`config.mk`:
```
export PLATFORM = sky130hd
export DESIGN_NAME = cwt_top
export DESIGN_NICKNAME = d
export VERILOG_FILES = /design/src/verilog/cwt_pkg.sv /design/src/verilog/cwt_top.sv
export VERILOG_INCLUDE_DIRS = /design/src /design/src/verilog
export SDC_FILE = /design/constraint.sdc
export NUM_CORES = 1
export LEC_CHECK = 0
export ABC_AREA = 0
export BUFFER_PORTS_ARGS = -buffer_cell sky130_fd_sc_hd__buf_4
export CELL_PAD_IN_SITES_DETAIL_PLACEMENT = 2
export CELL_PAD_IN_SITES_GLOBAL_PLACEMENT = 2
export CORE_AREA = 4 4 146 148
export CTS_CLUSTER_DIAMETER = 150
export DETAILED_ROUTE_END_ITERATION = 16
export DIE_AREA = 0 0 150 152
export HOLD_SLACK_MARGIN = 0.03
export PLACE_DENSITY_LB_ADDON = 0.1
export SLEW_MARGIN = 20
export SYNTH_ARGS = -nofsm -noshare
export SYNTH_HDL_FRONTEND = slang
export SYNTH_SLANG_ARGS = --single-unit
```
`constraint.sdc`:
```
create_clock -name mclk -period 11.5 [get_ports mclk]
set_input_delay 0 -clock mclk [delete_from_list [all_inputs] [get_ports mclk]]
set_output_delay 0 -clock mclk [all_outputs]
set_load 0.02 [all_outputs]
```
`src/verilog/cwt_cfg.svh`:
```
// Constants for the calibration waveform timing block
// Contract
// Master select gives 32768 Hz, 32000 Hz for codes 01/10, 31968 Hz.
// Heart sample rate follows master select and rate field; 10/11 allow rate 10.
// Bioimpedance rate from one rate bit and master select.
// Pacer time step 15.26, 15.63 or 15.64 us by master select.
// Pace record depth 128/256/512 by rate code, 320 for masters 10/11.
// Calibration time step 30.52, 31.25 or 31.28 us by master select.
// Wave period is master frequency divided by 2^7 up to 2^21.
// Half-duty bit set gives 50% high time, high-time field ignored.
// Half-duty clear gives high time of field times calibration step.
// Unipolar swings mid to mid plus/minus amplitude; bipolar plus to minus.
// Amplitude bit selects 0.25 mV or 0.50 mV.
// Source enable clear disables sources and all calibration modes.
// Reset: frequency 100, half-duty 1, high time 0, other bits 0.
// Calibration configuration register is readable and writable.
// Calibration outputs can be routed to the channel inputs.
// Software should open input switches before applying a source.
// Input mux register holds invert, two open bits, two selects.
// Select 00 none, 01 midpoint, 10 positive, 11 negative source.
// Input-open bits reset to 1, isolating; writing 0 connects.
// Master frequency derives from the 32.768 kHz reference clock.
// Free-running period counter at master rate compared to threshold.
// Source enable clear forces midpoint and clears the period counter.
`ifndef CWT_CFG_SVH
`define CWT_CFG_SVH
`define CWT_ADDR_CAL 8'h12
`define CWT_ADDR_EMUX 8'h14
`define CWT_ADDR_TIMING 8'h20
`define CWT_ADDR_STATUS 8'h21
`define CWT_CAL_RESET 24'h004800
`define CWT_EMUX_RESET 24'h300000
`define CWT_TIMING_RESET 24'h800000
`define CWT_CAL_ON_BIT 22
`define CWT_CAL_POL_BIT 21
`define CWT_CAL_AMP_BIT 20
`define CWT_CAL_FREQ_RNG 14:12
`define CWT_CAL_HALF_BIT 11
`define CWT_CAL_HIGH_RNG 10:0
`define CWT_CAL_MASK 24'h707FFF
`define CWT_EMUX_INV_BIT 23
`define CWT_EMUX_OPENP_BIT 21
`define CWT_EMUX_OPENN_BIT 20
`define CWT_EMUX_CALP_RNG 19:18
`define CWT_EMUX_CALN_RNG 17:16
`define CWT_EMUX_MASK 24'hBF0000
`define CWT_TIM_HRATE_RNG 23:22
`define CWT_TIM_MASTER_RNG 21:20
`define CWT_TIM_BRATE_BIT 19
`define CWT_TIM_MASK 24'hF80000
`define CWT_REF_HZ 17'h08000
`define CWT_FM_HZ_00 17'h08000
`define CWT_FM_HZ_01 17'h07D00
`define CWT_FM_HZ_11 17'h07CE0
`define CWT_HR_512 16'hC800
`define CWT_HR_256 16'h6400
`define CWT_HR_128 16'h3200
`define CWT_HR_500 16'hC350
`define CWT_HR_250 16'h61A8
`define CWT_HR_125 16'h30D4
`define CWT_HR_200 16'h4E20
`define CWT_HR_1998 16'h4E0C
`define CWT_BR_64 16'h1900
`define CWT_BR_32 16'h0C80
`define CWT_BR_6250 16'h186A
`define CWT_BR_3125 16'h0C35
`define CWT_BR_50 16'h1388
`define CWT_BR_25 16'h09C4
`define CWT_BR_4995 16'h1383
`define CWT_BR_2498 16'h09C2
`define CWT_PACE_NS_00 16'h3B9C
`define CWT_PACE_NS_01 16'h3D0E
`define CWT_PACE_NS_11 16'h3D18
`define CWT_CAL_NS_00 16'h7738
`define CWT_CAL_NS_01 16'h7A12
`define CWT_CAL_NS_11 16'h7A30
`define CWT_DEPTH_128 10'h080
`define CWT_DEPTH_256 10'h100
`define CWT_DEPTH_512 10'h200
`define CWT_DEPTH_320 10'h140
`define CWT_PERIOD_FULL 22'h3FFFFF
`define CWT_PERIOD_SHIFT0 4'hF
`endif

```
`src/verilog/cwt_pkg.sv`:
```
// Types for the calibration waveform timing block
package cwt_pkg;
	typedef enum logic [1:0] {LVL_MID, LVL_PLUS, LVL_MINUS} cwt_level_t;
	typedef enum logic [1:0] {
		ROUTE_NONE,
		ROUTE_MID,
		ROUTE_CAL_POS,
		ROUTE_CAL_NEG
	} cwt_route_t;
	typedef struct packed {
		logic invert;
		logic pos_open;
		logic neg_open;
		cwt_route_t pos_route;
		cwt_route_t neg_route;
	} cwt_mux_t;
	typedef struct packed {
		logic [15:0] heart_rate_csps;
		logic [15:0] bioimp_rate_csps;
		logic [15:0] pacer_step_ns;
		logic [15:0] cal_step_ns;
		logic [9:0] pace_depth;
		logic rate_invalid;
	} cwt_timing_t;
endpackage : cwt_pkg

```
`src/verilog/cwt_top.sv`:
```
// Calibration waveform generator, timing tables and input mux configuration
`timescale 1ns/1ns
`default_nettype none
`include "cwt_cfg.svh"
module cwt_top (
	input wire logic mclk,
	input wire logic rstn,
	input wire logic slow_ref_clock,
	input wire logic [7:0] bus_addr,
	input wire logic [23:0] bus_wdata,
	input wire logic bus_wr,
	input wire logic bus_rd,
	output logic [23:0] bus_rdata,
	output logic master_tick,
	output cwt_pkg::cwt_level_t cal_out_pos,
	output cwt_pkg::cwt_level_t cal_out_neg,
	output logic cal_amplitude_sel,
	output cwt_pkg::cwt_mux_t mux_out,
	output cwt_pkg::cwt_timing_t timing_out
);
	import cwt_pkg::*;

	logic [23:0] cal_reg;
	logic [23:0] emux_reg;
	logic [23:0] timing_reg;
	logic ref_s1_reg;
	logic ref_s2_reg;
	logic ref_s3_reg;
	logic ref_level_reg;
	logic [16:0] acc_reg;
	logic [16:0] acc_next;
	logic tick_reg;
	logic [21:0] cnt_reg;
	logic [21:0] cnt_next;
	logic [23:0] rdata_reg;
	logic [23:0] rdata_next;
	cwt_level_t pos_reg;
	cwt_level_t neg_reg;
	cwt_level_t pos_next;
	cwt_level_t neg_next;
	logic amp_reg;
	cwt_mux_t mux_reg;
	cwt_mux_t mux_next;
	cwt_timing_t tim_reg;
	cwt_timing_t tim_next;

	// Register fields
	wire cal_source_on = cal_reg[`CWT_CAL_ON_BIT];
	wire cal_polarity_mode = cal_reg[`CWT_CAL_POL_BIT];
	wire cal_amp_bit = cal_reg[`CWT_CAL_AMP_BIT];
	wire [2:0] cal_freq_sel = cal_reg[`CWT_CAL_FREQ_RNG];
	wire cal_half_duty = cal_reg[`CWT_CAL_HALF_BIT];
	wire [10:0] cal_high_time = cal_reg[`CWT_CAL_HIGH_RNG];
	wire heart_input_invert = emux_reg[`CWT_EMUX_INV_BIT];
	wire pos_input_open = emux_reg[`CWT_EMUX_OPENP_BIT];
	wire neg_input_open = emux_reg[`CWT_EMUX_OPENN_BIT];
	wire [1:0] pos_input_cal_sel = emux_reg[`CWT_EMUX_CALP_RNG];
	wire [1:0] neg_input_cal_sel = emux_reg[`CWT_EMUX_CALN_RNG];
	wire [1:0] master_freq_select = timing_reg[`CWT_TIM_MASTER_RNG];
	wire [1:0] heart_rate_sel = timing_reg[`CWT_TIM_HRATE_RNG];
	wire bioimp_rate_sel = timing_reg[`CWT_TIM_BRATE_BIT];

	// Bus decode
	wire sel_cal = bus_addr == `CWT_ADDR_CAL;
	wire sel_emux = bus_addr == `CWT_ADDR_EMUX;
	wire sel_tim = bus_addr == `CWT_ADDR_TIMING;
	wire sel_stat = bus_addr == `CWT_ADDR_STATUS;
	wire wr_cal = bus_wr && sel_cal;
	wire wr_emux = bus_wr && sel_emux;
	wire wr_tim = bus_wr && sel_tim;
	wire [23:0] status_word = {tim_reg.rate_invalid, tick_reg,
		pos_reg, neg_reg, 2'h0, tim_reg.heart_rate_csps};

	always_comb begin
		rdata_next = 24'h000000;
		if (bus_rd) begin
			if (sel_cal)
				rdata_next = cal_reg;
			else if (sel_emux)
				rdata_next = emux_reg;
			else if (sel_tim)
				rdata_next = timing_reg;
			else if (sel_stat)
				rdata_next = status_word;
		end
	end

	// Configuration registers: masked write data, held otherwise
	wire [23:0] cal_next = wr_cal ?
		(bus_wdata & `CWT_CAL_MASK) : cal_reg;
	wire [23:0] emux_next = wr_emux ?
		(bus_wdata & `CWT_EMUX_MASK) : emux_reg;
	wire [23:0] timing_next = wr_tim ?
		(bus_wdata & `CWT_TIM_MASK) : timing_reg;

	always_ff @(posedge mclk or negedge rstn) begin
		if (!rstn)
			cal_reg <= `CWT_CAL_RESET;
		else
			cal_reg <= cal_next;
	end

	always_ff @(posedge mclk or negedge rstn) begin
		if (!rstn)
			emux_reg <= `CWT_EMUX_RESET;
		else
			emux_reg <= emux_next;
	end

	always_ff @(posedge mclk or negedge rstn) begin
		if (!rstn)
			timing_reg <= `CWT_TIMING_RESET;
		else
			timing_reg <= timing_next;
	end

	always_ff @(posedge mclk or negedge rstn) begin
		if (!rstn)
			rdata_reg <= 24'h000000;
		else
			rdata_reg <= rdata_next;
	end

	// Reference clock pin: three stages, change taken when stages 2 and 3 agree
	wire ref_agree = ref_s2_reg == ref_s3_reg;
	wire ref_rise = ref_agree && ref_s3_reg && !ref_level_reg;

	always_ff @(posedge mclk or negedge rstn) begin
		if (!rstn) begin
			ref_s1_reg <= 1'b0;
			ref_s2_reg <= 1'b0;
			ref_s3_reg <= 1'b0;
		end else begin
			ref_s1_reg <= slow_ref_clock;
			ref_s2_reg <= ref_s1_reg;
			ref_s3_reg <= ref_s2_reg;
		end
	end

	// Settled pin level, moved only when stages 2 and 3 agree
	always_ff @(posedge mclk or negedge rstn) begin
		if (!rstn)
			ref_level_reg <= 1'b0;
		else if (ref_agree)
			ref_level_reg <= ref_s3_reg;
	end

	// Master frequency: fractional rate from the 32768 Hz reference
	wire [16:0] fm_inc = (master_freq_select == 2'h0) ? `CWT_FM_HZ_00 :
		(master_freq_select == 2'h3) ? `CWT_FM_HZ_11 :
		`CWT_FM_HZ_01;
	wire [16:0] acc_sum = acc_reg + fm_inc;
	wire acc_wrap = acc_sum >= `CWT_REF_HZ;

	always_comb begin
		acc_next = acc_reg;
		if (ref_rise) begin
			if (acc_wrap)
				acc_next = acc_sum - `CWT_REF_HZ;
			else
				acc_next = acc_sum;
		end
	end

	wire tick_next = ref_rise && acc_wrap;

	always_ff @(posedge mclk or negedge rstn) begin
		if (!rstn)
			acc_reg <= 17'h00000;
		else
			acc_reg <= acc_next;
	end

	// Tick pulse: one mclk cycle per master period
	always_ff @(posedge mclk or negedge rstn) begin
		if (!rstn)
			tick_reg <= 1'b0;
		else
			tick_reg <= tick_next;
	end

	// Period counter and high threshold
	wire [3:0] shift_amt = `CWT_PERIOD_SHIFT0 - {cal_freq_sel, 1'b0};
	wire [21:0] period_last = `CWT_PERIOD_FULL >> shift_amt;
	wire [21:0] half_last = period_last >> 1;
	// One calibration step is one master period, so high time counts ticks
	wire [21:0] high_ticks = {11'h000, cal_high_time};
	wire half_high = cnt_reg <= half_last;
	wire field_high = cnt_reg < high_ticks;
	wire wave_high = cal_half_duty ? half_high : field_high;
	wire period_end = cnt_reg >= period_last;

	always_comb begin
		cnt_next = cnt_reg;
		if (!cal_source_on)
			cnt_next = 22'h000000;
		else if (tick_reg) begin
			if (period_end)
				cnt_next = 22'h000000;
			else
				cnt_next = cnt_reg + 22'h000001;
		end
	end

	// Source levels
	always_comb begin
		pos_next = LVL_MID;
		neg_next = LVL_MID;
		if (cal_source_on) begin
			if (cal_polarity_mode) begin
				pos_next = wave_high ? LVL_PLUS : LVL_MINUS;
				neg_next = wave_high ? LVL_MINUS : LVL_PLUS;
			end else begin
				pos_next = wave_high ? LVL_PLUS : LVL_MID;
				neg_next = wave_high ? LVL_MINUS : LVL_MID;
			end
		end
	end

	// Reset and disable both park the counter at zero
	always_ff @(posedge mclk or negedge rstn) begin
		if (!rstn)
			cnt_reg <= 22'h000000;
		else
			cnt_reg <= cnt_next;
	end

	always_ff @(posedge mclk or negedge rstn) begin
		if (!rstn) begin
			pos_reg <= LVL_MID;
			neg_reg <= LVL_MID;
		end else begin
			pos_reg <= pos_next;
			neg_reg <= neg_next;
		end
	end

	always_ff @(posedge mclk or negedge rstn) begin
		if (!rstn)
			amp_reg <= 1'b0;
		else
			amp_reg <= cal_amp_bit;
	end

	// Input mux routing
	function automatic cwt_route_t route_of(input logic [1:0] sel,
		input logic on);
		route_of = ROUTE_NONE;
		case (sel)
			2'h1: route_of = ROUTE_MID;
			2'h2: route_of = on ? ROUTE_CAL_POS : ROUTE_NONE;
			2'h3: route_of = on ? ROUTE_CAL_NEG : ROUTE_NONE;
			default: route_of = ROUTE_NONE;
		endcase
	endfunction : route_of

	always_comb begin
		mux_next.invert = heart_input_invert;
		mux_next.pos_open = pos_input_open;
		mux_next.neg_open = neg_input_open;
		mux_next.pos_route = route_of(pos_input_cal_sel,
			cal_source_on);
		mux_next.neg_route = route_of(neg_input_cal_sel,
			cal_source_on);
	end

	// Derived timing figures
	always_comb begin
		tim_next.rate_invalid = 1'b0;
		tim_next.heart_rate_csps = 16'h0000;
		tim_next.pace_depth = `CWT_DEPTH_320;
		unique case (master_freq_select)
			2'h0: begin
				tim_next.pacer_step_ns = `CWT_PACE_NS_00;
				tim_next.cal_step_ns = `CWT_CAL_NS_00;
				tim_next.bioimp_rate_csps = bioimp_rate_sel ?
					`CWT_BR_32 : `CWT_BR_64;
			end
			2'h1: begin
				tim_next.pacer_step_ns = `CWT_PACE_NS_01;
				tim_next.cal_step_ns = `CWT_CAL_NS_01;
				tim_next.bioimp_rate_csps = bioimp_rate_sel ?
					`CWT_BR_3125 : `CWT_BR_6250;
			end
			2'h2: begin
				tim_next.pacer_step_ns = `CWT_PACE_NS_01;
				tim_next.cal_step_ns = `CWT_CAL_NS_01;
				tim_next.bioimp_rate_csps = bioimp_rate_sel ?
					`CWT_BR_25 : `CWT_BR_50;
			end
			2'h3: begin
				tim_next.pacer_step_ns = `CWT_PACE_NS_11;
				tim_next.cal_step_ns = `CWT_CAL_NS_11;
				tim_next.bioimp_rate_csps = bioimp_rate_sel ?
					`CWT_BR_2498 : `CWT_BR_4995;
			end
		endcase
		if (!master_freq_select[1]) begin
			unique case (heart_rate_sel)
				2'h0: begin
					tim_next.heart_rate_csps = master_freq_select[0] ?
						`CWT_HR_500 : `CWT_HR_512;
					tim_next.pace_depth = `CWT_DEPTH_128;
				end
				2'h1: begin
					tim_next.heart_rate_csps = master_freq_select[0] ?
						`CWT_HR_250 : `CWT_HR_256;
					tim_next.pace_depth = `CWT_DEPTH_256;
				end
				2'h2: begin
					tim_next.heart_rate_csps = master_freq_select[0] ?
						`CWT_HR_125 : `CWT_HR_128;
					tim_next.pace_depth = `CWT_DEPTH_512;
				end
				2'h3: begin
					tim_next.rate_invalid = 1'b1;
					tim_next.pace_depth = `CWT_DEPTH_512;
				end
			endcase
		end else if (heart_rate_sel == 2'h2) begin
			tim_next.heart_rate_csps = master_freq_select[0] ?
				`CWT_HR_1998 : `CWT_HR_200;
		end else begin
			tim_next.rate_invalid = 1'b1;
		end
	end

	// Routing and timing tables, refreshed every cycle
	always_ff @(posedge mclk or negedge rstn) begin
		if (!rstn)
			mux_reg <= '{1'b0, 1'b1, 1'b1, ROUTE_NONE, ROUTE_NONE};
		else
			mux_reg <= mux_next;
	end

	always_ff @(posedge mclk or negedge rstn) begin
		if (!rstn)
			tim_reg <= '0;
		else
			tim_reg <= tim_next;
	end

	assign bus_rdata = rdata_reg;
	assign master_tick = tick_reg;
	assign cal_out_pos = pos_reg;
	assign cal_out_neg = neg_reg;
	assign cal_amplitude_sel = amp_reg;
	assign mux_out = mux_reg;
	assign timing_out = tim_reg;
endmodule : cwt_top
`default_nettype wire

```
# == After elaboration in Yosys (flattened, before gate mapping) ==
# Index checks and enable logic that the tools add are counted.
# totals
reg_bits,185
inputBits,37
output_inout_bits,112
# op_classes
addsub,4
order_cmp,4
eq_ne,18
shifts,1
muxes,41
reduce_logical,10
# op_table
op,count
$pmux W48 S4,1
$mux W24,5
$mux W22,3
$mux W13,4
$pmux W16 S3,1
$mux W16,2
$pmux W10 S3,1
$add A22 B1 Y22 const B,1
$ge A22 B22 Y1,1
$le A22 B21 Y1,1
$lt A22 B11 Y1,1
$shr A22 B4 Y22 const A,1
$mux W10,2
$mux W2,9
$add A17 B16 Y17,1
$ge A17 B16 Y1 const B,1
$mux W17,1
$sub A17 B16 Y17 const B,1
$eq A2 B2 Y1 const B,8
$eq A8 B5 Y1 const B,2
$eq A8 B6 Y1 const B,2
$mux W15,1
$mux W12,1
$pmux W2 S3,2
other kinds (12),25

# == Depth between registers and ports, before layout ==
# Gate-level depths: netlist of the first run.
# depth
ltp_word,7
mapped_depth,19
mapped_depth_nobuf,16

# == Worst setup path before layout of the first run ==
# OpenSTA, ideal clock, no wires.
# synth_timing
path_kind,register to register
from,register timing_reg[21]
to,register acc_reg[16]
setup_time_ns,0.142
arrival_time_ns,3.964
required_ns,11.358
slack_ns,7.394
path_stages_with_launch,20
n_path_buf,3
period_less_slack_ns,4.106
cell_sequence,dfrtp_1 > clkbuf_1 > inv_1 > ha_1 > clkbuf_1 > inv_1 > ha_1 > clkbuf_1 > a21o_1 > a21oi_1 > o21ai_0 > a211oi_1 > o21bai_1 > xnor2_1 > ha_1 > o211ai_1 > a2111oi_4 > nand4_1 > o311ai_0 > o211ai_1
# synth_via
elab_chain_len,6
word_cells_on_any_way,8
cone_classes,add/sub: 2; order compare: 1; eq/ne: 1; mux: 3; reduce/logical: 1
# synth_rtl
element,line,text
from (decl),cwt_top.sv:25,logic [23:0] timing_reg;
from (signal assigned),cwt_top.sv:112,timing_reg <= `CWT_TIMING_RESET;
from (signal assigned),cwt_top.sv:114,timing_reg <= timing_next;
$eq A2 B2 Y1,cwt_top.sv:150,(master_freq_select == 2'h3) ? `CWT_FM_HZ_11 :
$mux W9 (no line),--,
$mux W16 (no line) (*),--,
$add A17 B16 Y17 (*),cwt_top.sv:152,wire [16:0] acc_sum = acc_reg + fm_inc;
$sub A17 B16 Y17 (no line) or $ge A17 B16 Y1 (tied branches),--,
$mux W17 (*),cwt_top.sv:158,if (acc_wrap)
to (signal assigned),cwt_top.sv:171,acc_reg <= acc_next;
to (decl),cwt_top.sv:30,logic [16:0] acc_reg;
# Every way passes the cells marked *; elsewhere a longest branch is shown, timed or not.
# A chain may end at the register's enable or synchronous reset.

# == Final worst setup path of the first run ==
# Ends and elaborated chain as after synthesis.

==> results of run 1 <==
cells in the final DEF (no fill, tap or decap), types with 11 or more instances in the layout:
master | netlist | routed
dlygate4sd3_1 | 0 | 29
a21o_1 | 11 | 11
mux2_2 | 32 | 32
dfrtp_1 | 132 | 132
o21ai_0 | 22 | 22
buf_4 | 41 | 127
nand3_1 | 23 | 23
mux2i_1 | 12 | 12
nand2_1 | 74 | 74
clkbuf_16 | 0 | 17
a21oi_1 | 48 | 48
nor3_1 | 14 | 14
inv_1 | 38 | 38
conb_1 | 2 | 22
a22o_1 | 14 | 14
nor2_1 | 38 | 38
ha_1 | 48 | 48
report_power, final:
part	total, uW	internal [uW]	leakage, uW	switching (uW)
Combinational	225	88.0	0.00230	137
Clock	562	311	0.000295	251
Sequential	537	514	0.00185	22.8
Total	1320	913	0.00444	410
area by class of cell:
cell class / instances / area (um^2)
Clock buffer: 17 / 425
Clock inverter: 15 / 173
Fill cell: 2111 / 10800
Inverter: 38 / 143
Multi-Input combinational cell: 495 / 3400
Sequential cell: 139 / 3490
Tap cell: 270 / 338
Timing Repair Buffer: 157 / 1250
cell usage after synthesis, types with 4 or more instances:
cell      count
dfrtp_1     132
nand2_1      74
a21oi_1      48
ha_1         48
buf_4        41
inv_1        38
nor2_1       38
mux2_2       32
nand3_1      23
o21ai_0      22
clkbuf_1     19
a22o_1       14
nor3_1       14
mux2i_1      12
a21o_1       11
and2_1       10
nand4_1      10
a31oi_1       9
nor4_1        8
dfstp_2       7
nand2b_1      6
o211ai_1      6
xnor2_1       6
a211oi_1      5
and3_1        5
buf_2         5
nand3b_1      5
nor2b_1       5
xor2_1        5
a21boi_0      4
a22oi_1       4
and4_1        4
worst paths after layout:
kind	from	endpoint	slack, ns	cells past startpoint
setup / recovery	timing_reg[21]	acc_reg[16]	6.36	16
hold / removal	bus_addr[3]	bus_rdata[6]	0.07	4
setup reg to reg	timing_reg[21]	acc_reg[16]	6.36	16
hold reg to reg	ref_s1_reg	ref_s2_reg	0.36	0
max in group asynchronous	rstn	emux_reg[19]	9.94	3
min in group asynchronous	rstn	bus_rdata[15]	0.14	2
logic make-up (layout without fill, tap and decap cells):
logic type | after synthesis | in the layout | share of synthesized area (%)
buffers and inverters | 104 | 227 | 7.51
and+or+nand+nor | 215 | 215 | 14.5
DFF | 139 | 139 | 47.4
AOI/OAI and AO/OA | 155 | 155 | 14.5
muxes | 44 | 44 | 6.54
adders and majority gates | 48 | 48 | 8.17
xor gates and xnor gates | 11 | 11 | 1.31
other | 2 | 22 | 0.102
stage by stage:
step	instance area [um^2]	hold slack, ns	power, uW	setup WS [ns]
final	9220	0.0748	1320	6.36
after global routing	9220	0.0626	1390	5.87
after CTS	9220	0.0398	1340	6.35
after detailed placement	8330	0.0457	759	6.41
after global placement	8330	0.0426	748	6.62
after floorplan	7430	-0.296	682	7.39
timing repair:
item,4_1_cts,5_1_grt
setup buffers,0,0
endpoints found under the hold margin,105,0
hold buffers,29,0
per-layer routing:
| metal | track usage, % | vias to the layer above | share of wire (%) |
|---|---|---|---|
| li1 | - | 2748 | - |
| met1 | 25.8 | 3058 | 41 |
| met2 | 39.3 | 114 | 53 |
| met3 | 4.29 | 29 | 3.7 |
| met4 | 6.41 | 0 | 1.8 |
| met5 | 0 | - | 0 |
tightest hold or removal path: cells and delay by family:
family	cells	cell delay, ns
buffers and inverters	1	0.10
AO/OA/AOI/OAI	1	0.07
AND/OR/NAND/NOR	2	0.29
==> flow_metrics.py, run 1 <==
metrics = {
    "clock_tree": {
        "cts_resized": 0,
        "cts_sinks": 139,
        "cts.clk_slew.worst_paths_ns": 0.06,
        "clock-root-buffer": "clkbuf_16",
        "cts_tree": "built",
        "cts_buffers": 17,
        "clock_latency_ns": 0.44,
        "htreeDepth": 4,
        "cts_buffer_depth": 2,
    },
    "critical_path": {
        "cp-start-kind": "register",
        "max_stage_delay_ns": 0.61,
        "crit_top_cell": "ha_1",
        "critPathBufInv": 2,
        "cp_cell_sequence": "inv_1 -> ha_1 -> inv_1 -> ha_1 -> a21o_1 -> a21oi_1 -> o21ai_0 -> a211oi_1 -> o21bai_1 -> xnor2_1 -> ha_1 -> o211ai_1 -> a2111oi_4 -> nand4_1 -> o311ai_0 -> o211ai_1",
        "cp.arrival_ns": 5.42,
        "slowest_stage": "dfrtp_1",
        "worst_ep_required_time_ns": 11.78,
        "cp_max_fo": 14,
        "critPathTopFamily": "compound AO/OA/AOI/OAI gates",
        "crit_type": "reg -> reg",
        "critPathCaptureType": "register",
    },
    "finish": {
        "syn_to_final_growth_pct": 25.4,
        "nNetsFinal": 933,
        "final_core_util_pct": 46.0,
        "stdcell_count": 1131,
        "n_antenna_cell": 0,
        "largest_reg_flops": 36,
        "layout-drive-gt1-share_pct": 24.0,
    },
    "sta": {
        "final_hold_viol_count": 0,
        "min_period_ns": 5.14,
        "tightest_slew_ns": 1.14,
        "setup_viol": 0,
        "fin_tns_setup_ns": 0,
        "fin_skew_ns": 0.0111,
        "fmax_mhz": 195,
        "final_max_slew_viol_count": 0,
        "rsz0062_at_grt": "false",
        "slew_headroom_pct": 24.0,
        "fin_crit_sh_pct": 44.7,
    },
    "global_routing": {
        "grt_usage_pct": 21.7,
        "grt_pass1_wl_um": 38700,
        "grt_pass1_vias": 6870,
        "grt_overflow": 0,
        "grt_max_degree": 74,
        "grt_antenna_before_repair": 0,
    },
    "die": {
        "die_h_um": 152,
        "fp.dieW_um": 150,
        "ios": 149,
        "start_util_pct": 36.7,
        "fp.coreArea_um2": 20000,
        "fp-row-count": 52,
        "die-area_um2": 22800,
    },
    "synth": {
        "yosys_warnings": 0,
        "synth.distinct_cells": 64,
        "syn_area_per_cell_um2": 10.2,
        "yosys-top-cells-area": "dfrtp_1, ha_1, mux2_2",
        "synth-edff-count": 0,
        "synth-main-ff-cell": "dfrtp_1",
        "ys_seq_elements": 139,
        "synth_top_area_share_pct": 44.9,
        "synth_top_cell_by_area": "dfrtp_1",
        "netlist_area_um2": 7350,
        "synth_cells": 718,
        "async_reset_ff_share_pct": 100,
        "yosysSeqAreaShare_pct": 47.4,
    },
    "routing": {
        "dr.pass1.iters": 5,
        "drt_wl_total_um": 24100,
        "vias": 5949,
        "drtIter0Drc": 282,
        "postRouteAntennaNets": 0,
        "wl_per_cell_um": 21.3,
        "viasPerCell": 5.26,
        "drc": 0,
    },
    "place": {
        "dp.cells": 1070,
        "io_buffers": 126,
        "place_hpwl_um": 17100,
        "finalWeightedCongestion": 0.803,
    },
    "outcome": {
        "status": "finished, final reports clean",
    },
    "flow_run": {
        "maxCapViolCount": 0,
    },
    "power_and_ir_drop": {
        "leakage_uw": 0.00444,
        "max-vdd-ir-drop_uv": 98.2,
        "p_per_area_nw_per_um2": 144,
    },
    "worst_hold_path": {
        "hold_path.class": "in -> reg",
    },
}
(Power assumes the default switching activity.)
==> run 2, diff against run 1 <==
Settings changed: ABC_AREA 0 to 1, CORE_AREA 4 4 146 148 to 4 4 163 165, DIE_AREA 0 0 150 152 to 0 0 167 169.
Clock period 11.5 ns to 4.2 ns, I/O delays scaled along.
==> run 2 against run 1 <==
  * Clock power increased to 2.8 times the previous value
  * Register-to-register slack worse by 5.8 ns
  * Worst setup slack got worse by 5.8 ns
  * Critical path depth increased by 4
  * Sequential share of layout area down 0.77 points
  * Global-route usage shrank 4.0 points
  * Cell count grew 19%
  * Die area up 24%
  * Wire length grew 1.3%
==> flow_metrics.py, run 2 <==
metrics = {
    "synth": {
        "synth_top_area_share_pct": 44.5,
        "synth_most_common_cell": "nand2_1",
        "synth-edff-count": 0,
        "yosysSeqAreaShare_pct": 47.0,
        "synth-main-ff-cell": "dfrtp_1",
        "yosys-top-cells-count": "nand2_1, dfrtp_1, inv_1",
        "ys_seq_elements": 139,
        "async_reset_ff_share_pct": 100,
        "netlist_area_um2": 7420,
        "yosys_warnings": 0,
        "yosys-top-cells-area": "dfrtp_1, ha_1, nand2_1",
        "synth_top_cell_by_area": "dfrtp_1",
        "synth_cells": 856,
        "synth.distinct_cells": 50,
        "syn_area_per_cell_um2": 8.67,
    },
    "finish": {
        "layout-drive-gt1-share_pct": 20.0,
        "nNetsFinal": 1083,
        "stdcell_count": 1341,
        "largest_reg_flops": 36,
        "n_antenna_cell": 0,
        "stdcell_area_um2": 9410,
        "final_core_util_pct": 37.6,
        "syn_to_final_growth_pct": 26.8,
        "layout_commonest_cell": "nand2_1",
        "layout_common_cells": "nand2_1, dfrtp_1, buf_4",
    },
    "sta": {
        "holdWs_ns": 0.104,
        "fin_tns_setup_ns": 0,
        "final_max_slew_viol_count": 0,
        "tightest_slew_ns": 0.892,
        "final_hold_viol_count": 0,
        "rsz0062_at_grt": "false",
        "slew_headroom_pct": 40.5,
        "fin_skew_ns": 0.0115,
        "min_period_ns": 3.61,
        "fin_crit_sh_pct": 85.9,
        "setup_viol": 0,
        "fmax_mhz": 277,
    },
    "power_and_ir_drop": {
        "internal_power_uw": 2550,
        "clockPowerShare_pct": 42.1,
        "seq_power_share_pct": 39.5,
        "power_switching_uw": 1240,
        "swShare_pct": 32.7,
        "max-vdd-ir-drop_uv": 233,
        "leakage_uw": 0.00476,
        "p_per_area_nw_per_um2": 402,
        "combPwrFrac_pct": 18.5,
    },
    "clock_tree": {
        "cts_sinks": 139,
        "htreeDepth": 4,
        "cts.clk_slew.worst_paths_ns": 0.07,
        "cts_tree": "built",
        "cts_buffer_depth": 2,
        "cts_resized": 0,
        "cts_hold_buf": 28,
        "cts_setup_buffers": 0,
        "clock-root-buffer": "clkbuf_16",
        "clock_latency_ns": 0.43,
        "cts_buffers": 17,
    },
    "die": {
        "fp.coreArea_um2": 25000,
        "start_util_pct": 29.6,
        "ios": 149,
        "die_h_um": 169,
        "die-area_um2": 28200,
        "fp-row-count": 58,
        "fp.dieW_um": 167,
    },
    "critical_path": {
        "worst-r2r-setup-slack_ns": 0.59,
        "cp-start-kind": "register",
        "cp.arrival_ns": 3.99,
        "rr_worst_depth": 20,
        "worst_ep_required_time_ns": 4.58,
        "critPathCaptureType": "register",
        "r2r-start": "timing_reg[21]",
        "crit_type": "reg -> reg",
        "rr_endpoint": "acc_reg[15]",
        "cp_max_fo": 11,
    },
    "worst_hold_path": {
        "hold-path-cell-count": 3,
        "hold_end": "timing_reg[23]",
        "hold_start": "bus_wr",
        "hold_path.class": "in -> reg",
    },
    "place": {
        "place_hpwl_um": 18100,
        "finalWeightedCongestion": 0.771,
        "dp.cells": 1281,
        "place_area_um2": 8510,
        "io_buffers": 126,
    },
    "routing": {
        "wl_per_cell_um": 18.2,
        "dr.pass1.iters": 4,
        "viasPerCell": 4.70,
        "drc": 0,
        "drtIter0Drc": 286,
        "postRouteAntennaNets": 0,
        "vias": 6304,
        "drt_wl_total_um": 24400,
    },
    "global_routing": {
        "grt_max_degree": 108,
        "grt_pass1_wl_um": 39700,
        "grt_antenna_before_repair": 0,
        "grt_overflow": 0,
        "grt_usage_pct": 17.7,
        "grt_pass1_vias": 6996,
    },
    "flow_run": {
        "maxCapViolCount": 0,
    },
    "outcome": {
        "status": "finished, final reports clean",
    },
}
[run 2: changes by cell type after synthesis, sizes merged, moves of 13 or more]
| cell | delta |
|---|---|
| clkbuf | -13 |
| a22o | -14 |
| mux2 | -31 |
| nand2 | +85 |
| o21ai | +34 |
| nor2 | +42 |
| nand3 | +24 |
| inv | +72 |
| o22ai | +18 |
[run 2: worst max-delay path, cell delays in order, from the launching register on]
cell and delay, ns:
dfrtp_1 0.38, inv_1 0.25, ha_1 0.41, inv_1 0.30, ha_1 0.41, nand2_1 0.15
inv_1 0.07, a21oi_1 0.28, inv_1 0.07, nand2_1 0.06, nand4_1 0.10, xor2_1 0.27
inv_1 0.10, ha_1 0.19, inv_1 0.05, nor2_1 0.04, nand2_1 0.12, nand2_1 0.09
nand2_1 0.06, nand3_1 0.06, nand2_1 0.08
[run 2: worst max-delay path by stage]
stage                    from           to
6_report       timing_reg[21]  acc_reg[15]
5_1_grt        timing_reg[21]  acc_reg[16]
4_1_cts        timing_reg[21]  acc_reg[15]
3_5_place_dp   timing_reg[21]  acc_reg[15]
3_3_place_gp   timing_reg[21]  acc_reg[15]
2_1_floorplan  timing_reg[21]  acc_reg[16]
[run 2: power groups by stage]
stage | sequential, uW | combinational (uW) | clock, uW
floorplan | 1540 | 428 | 0
global placement | 1520 | 675 | 0
detailed placement | 1520 | 689 | 0
CTS | 1500 | 717 | 1640
global route | 1510 | 804 | 1710
finish | 1490 | 699 | 1590
[run 2: cell families (layout without fill, tap and decap cells)]
logic type	count (synthesis)	after routing	synth area share, %
other	2	22	0.101
XOR/XNOR	17	17	2.01
flip-flops	139	139	47.0
buffers and inverters	168	303	10.9
AO/OA/AOI/OAI	152	152	11.8
adder cells (fa/ha/maj)	48	48	8.09
multiplexers	2	2	0.287
AND/OR/NAND/NOR	328	328	19.8
[run 2: cell type report]
cell class | instances | area [um^2]
sequential | 139 | 3490
clock buffer | 17 | 425
multi-input combinational | 569 | 3200
tap | 330 | 413
fill | 2807 | 15600
clock inverter | 15 | 190
inverter | 112 | 420
timing repair buffer | 159 | 1270
[run 2: per-layer routing]
metal	vias up	part of all wire [%]	global-route usage, %
li1	3042	-	-
met1	3149	45	22.6
met2	99	51	31.4
met3	14	3.1	3.25
met4	0	0.82	3.63
met5	-	0	0
[run 2: stage by stage]
step           setup slack, ns  total power [uW]
6_report                 0.592              3780
5_1_grt                  0.138              4020
4_1_cts                  0.458              3850
3_5_place_dp             0.545              2210
3_3_place_gp             0.638              2200
2_1_floorplan             1.15              1960
==> run 3, diff against run 2 <==
Settings changed: CORE_AREA 4 4 163 165 to 4 4 149 151, DIE_AREA 0 0 167 169 to 0 0 153 155, RECOVER_POWER from default to 25.
Clock period 4.2 ns to 4.25 ns, I/O delays scaled along.
==> run 3 against run 2 <==
  * The run now ends with capacitance limit, slew limit left
  * Design area fell by 3.7%
  * Cell count is 4.4% lower
  * Critical path type unchanged
  * Sequential power is essentially flat
  * Hold slack lost 0.011 ns
==> flow_metrics.py, run 3 (synthesis gave the netlist of run 2 again) <==
metrics = {
    "die": {
        "fp-row-count": 53,
        "fp.dieW_um": 153,
        "die-area_um2": 23700,
        "fp.coreArea_um2": 20800,
        "start_util_pct": 35.6,
        "ios": 149,
        "die_h_um": 155,
    },
    "finish": {
        "nNetsFinal": 1080,
        "multiInputGateArea_um2": 3210,
        "fill_cells": 2401,
        "seqCellArea_um2": 3490,
        "layout_common_cells": "nand2_1, dfrtp_1, inv_1",
        "stdcell_area_um2": 9060,
        "syn_to_final_growth_pct": 22.1,
        "layout-drive-gt1-share_pct": 12.5,
        "n_antenna_cell": 0,
        "largest_reg_flops": 36,
        "layout_commonest_cell": "nand2_1",
    },
    "clock_tree": {
        "cts_tree": "built",
        "clock-root-buffer": "clkbuf_16",
        "cts_resized": 0,
        "cts_sinks": 139,
        "clock_latency_ns": 0.42,
        "htreeDepth": 4,
        "cts_buffer_depth": 2,
        "cts.clk_slew.worst_paths_ns": 0.06,
        "cts_buffers": 17,
    },
    "routing": {
        "drt_wl_total_um": 25200,
        "viasPerCell": 5.01,
        "wl_per_cell_um": 19.7,
        "dr.pass1.iters": 4,
        "drtIter0Drc": 202,
        "postRouteAntennaNets": 0,
        "drc": 0,
        "vias": 6419,
    },
    "critical_path": {
        "critPathCaptureType": "register",
        "crit_type": "reg -> reg",
        "cp-start-kind": "register",
        "worst-r2r-setup-slack_ns": 0.51,
        "cp.arrival_ns": 4.09,
        "cp_max_fo": 11,
        "worst_ep_required_time_ns": 4.61,
    },
    "sta": {
        "slew_headroom_pct": -72.5,
        "setup_viol": 0,
        "fin_skew_ns": 0.00734,
        "rsz0062_at_grt": "false",
        "final_max_slew_viol_count": 103,
        "fmax_mhz": 267,
        "tightest_slew_ns": 2.59,
        "fin_crit_sh_pct": 88.0,
        "min_period_ns": 3.74,
        "fin_tns_setup_ns": 0,
        "final_hold_viol_count": 0,
    },
    "power_and_ir_drop": {
        "seq_power_share_pct": 39.2,
        "p_per_area_nw_per_um2": 417,
        "leakage_uw": 0.00445,
        "internal_power_uw": 2630,
        "combPwrFrac_pct": 18.0,
        "max-vdd-ir-drop_uv": 324,
        "power_switching_uw": 1150,
        "clockPowerShare_pct": 42.8,
        "swShare_pct": 30.3,
    },
    "global_routing": {
        "grt_max_degree": 103,
        "grt_pass1_vias": 7488,
        "grtUsageMet1_pct": 26.3,
        "grt_overflow": 0,
        "grt_antenna_before_repair": 0,
        "use_met2_pct": 41.4,
        "top_usage_layer": "met2",
        "grt_usage_pct": 22.0,
        "use_met3_pct": 3.28,
        "grt_pass1_wl_um": 41500,
    },
    "place": {
        "place_area_um2": 8420,
        "place_hpwl_um": 19200,
        "finalWeightedCongestion": 0.879,
        "io_buffers": 126,
    },
    "flow_run": {
        "maxCapViolCount": 1,
    },
    "outcome": {
        "status": "complete, but fails checks",
        "violations": "capacitance limit, slew limit",
    },
    "worst_hold_path": {
        "hold_path.class": "in -> reg",
    },
}
run 3: changes by cell type in the layout (fill, tap and decap cells not counted), sizes merged:
cell | previous run | this run
inv | 121 | 117
clkinv | 5 | 2
buf | 130 | 55
clkinvlp | 0 | 3
clkbuf | 18 | 90
bufinv | 1 | 4
run 3: layout make-up:
cell class	count	area share, %
flip-flops and latches	139	38.5
multi-input cells	569	35.4
well taps	275	3.80
repair buffers	156	10.7
inverters	112	4.64
clock inverters	14	2.28
clock buffers	17	4.69
run 3: critical path, stage by stage (launching register included):
cell     delay [ns]
dfrtp_1        0.58
inv_1          0.26
ha_1           0.38
inv_1          0.35
ha_1           0.35
nand2_1        0.12
inv_1          0.06
a21oi_1        0.23
inv_1          0.07
nand2_1        0.06
nand4_1        0.11
xor2_1         0.28
inv_1          0.10
ha_1           0.19
inv_1          0.05
nor2_1         0.04
nand2_1        0.11
nand2_1        0.09
nand2_1        0.07
nand3_1        0.06
nand2_1        0.09
run 3: routing by layer:
layer / vias to the layer above / routed length [um]
li1: 3036 / -
met1: 3234 / 10600
met2: 123 / 13700
met3: 26 / 630
met4: 0 / 349
met5: - / 0
run 3: stage by stage:
stage	util, %	setup slack [ns]	total power, uW	hold slack, ns	instances
after floorplan	-	1.20	1940	-0.296	876
after global placement	40.4	0.705	2140	0.111	1223
after detailed placement	40.4	0.529	2190	0.111	1223
after CTS	44.8	0.456	3850	0.0732	1282
after global routing	43.5	0.0794	3990	0.130	1282
final	43.5	0.510	3780	0.0928	1282
run 3: final timing paths:
| path | cells past startpoint | endpoint | startpoint |
|---|---|---|---|
| max | 20 | acc_reg[15] | timing_reg[20] |
| min | 3 | timing_reg[23] | bus_wr |
| max reg2reg | 20 | acc_reg[15] | timing_reg[20] |
| min reg2reg | 0 | ref_s2_reg | ref_s1_reg |
| max in group asynchronous | 3 | cal_reg[11] | rstn |
| min in group asynchronous | 2 | timing_out[24] | rstn |
run 3: power by group through the flow:
| stage | clock network (uW) | registers [uW] | logic (uW) |
|---|---|---|---|
| floorplan | 0 | 1520 | 423 |
| global placement | 0 | 1500 | 642 |
| detailed placement | 0 | 1510 | 683 |
| CTS | 1650 | 1480 | 718 |
| global route | 1720 | 1490 | 775 |
| finish | 1620 | 1480 | 681 |
run 3: repair_timing:
| action | in CTS | in global routing |
|---|---|---|
| hold endpoints to repair | 133 | 0 |
| setup buffers | 0 | 0 |
| setup endpoints to repair | 0 | 0 |
| hold buffers | 28 | 0 |
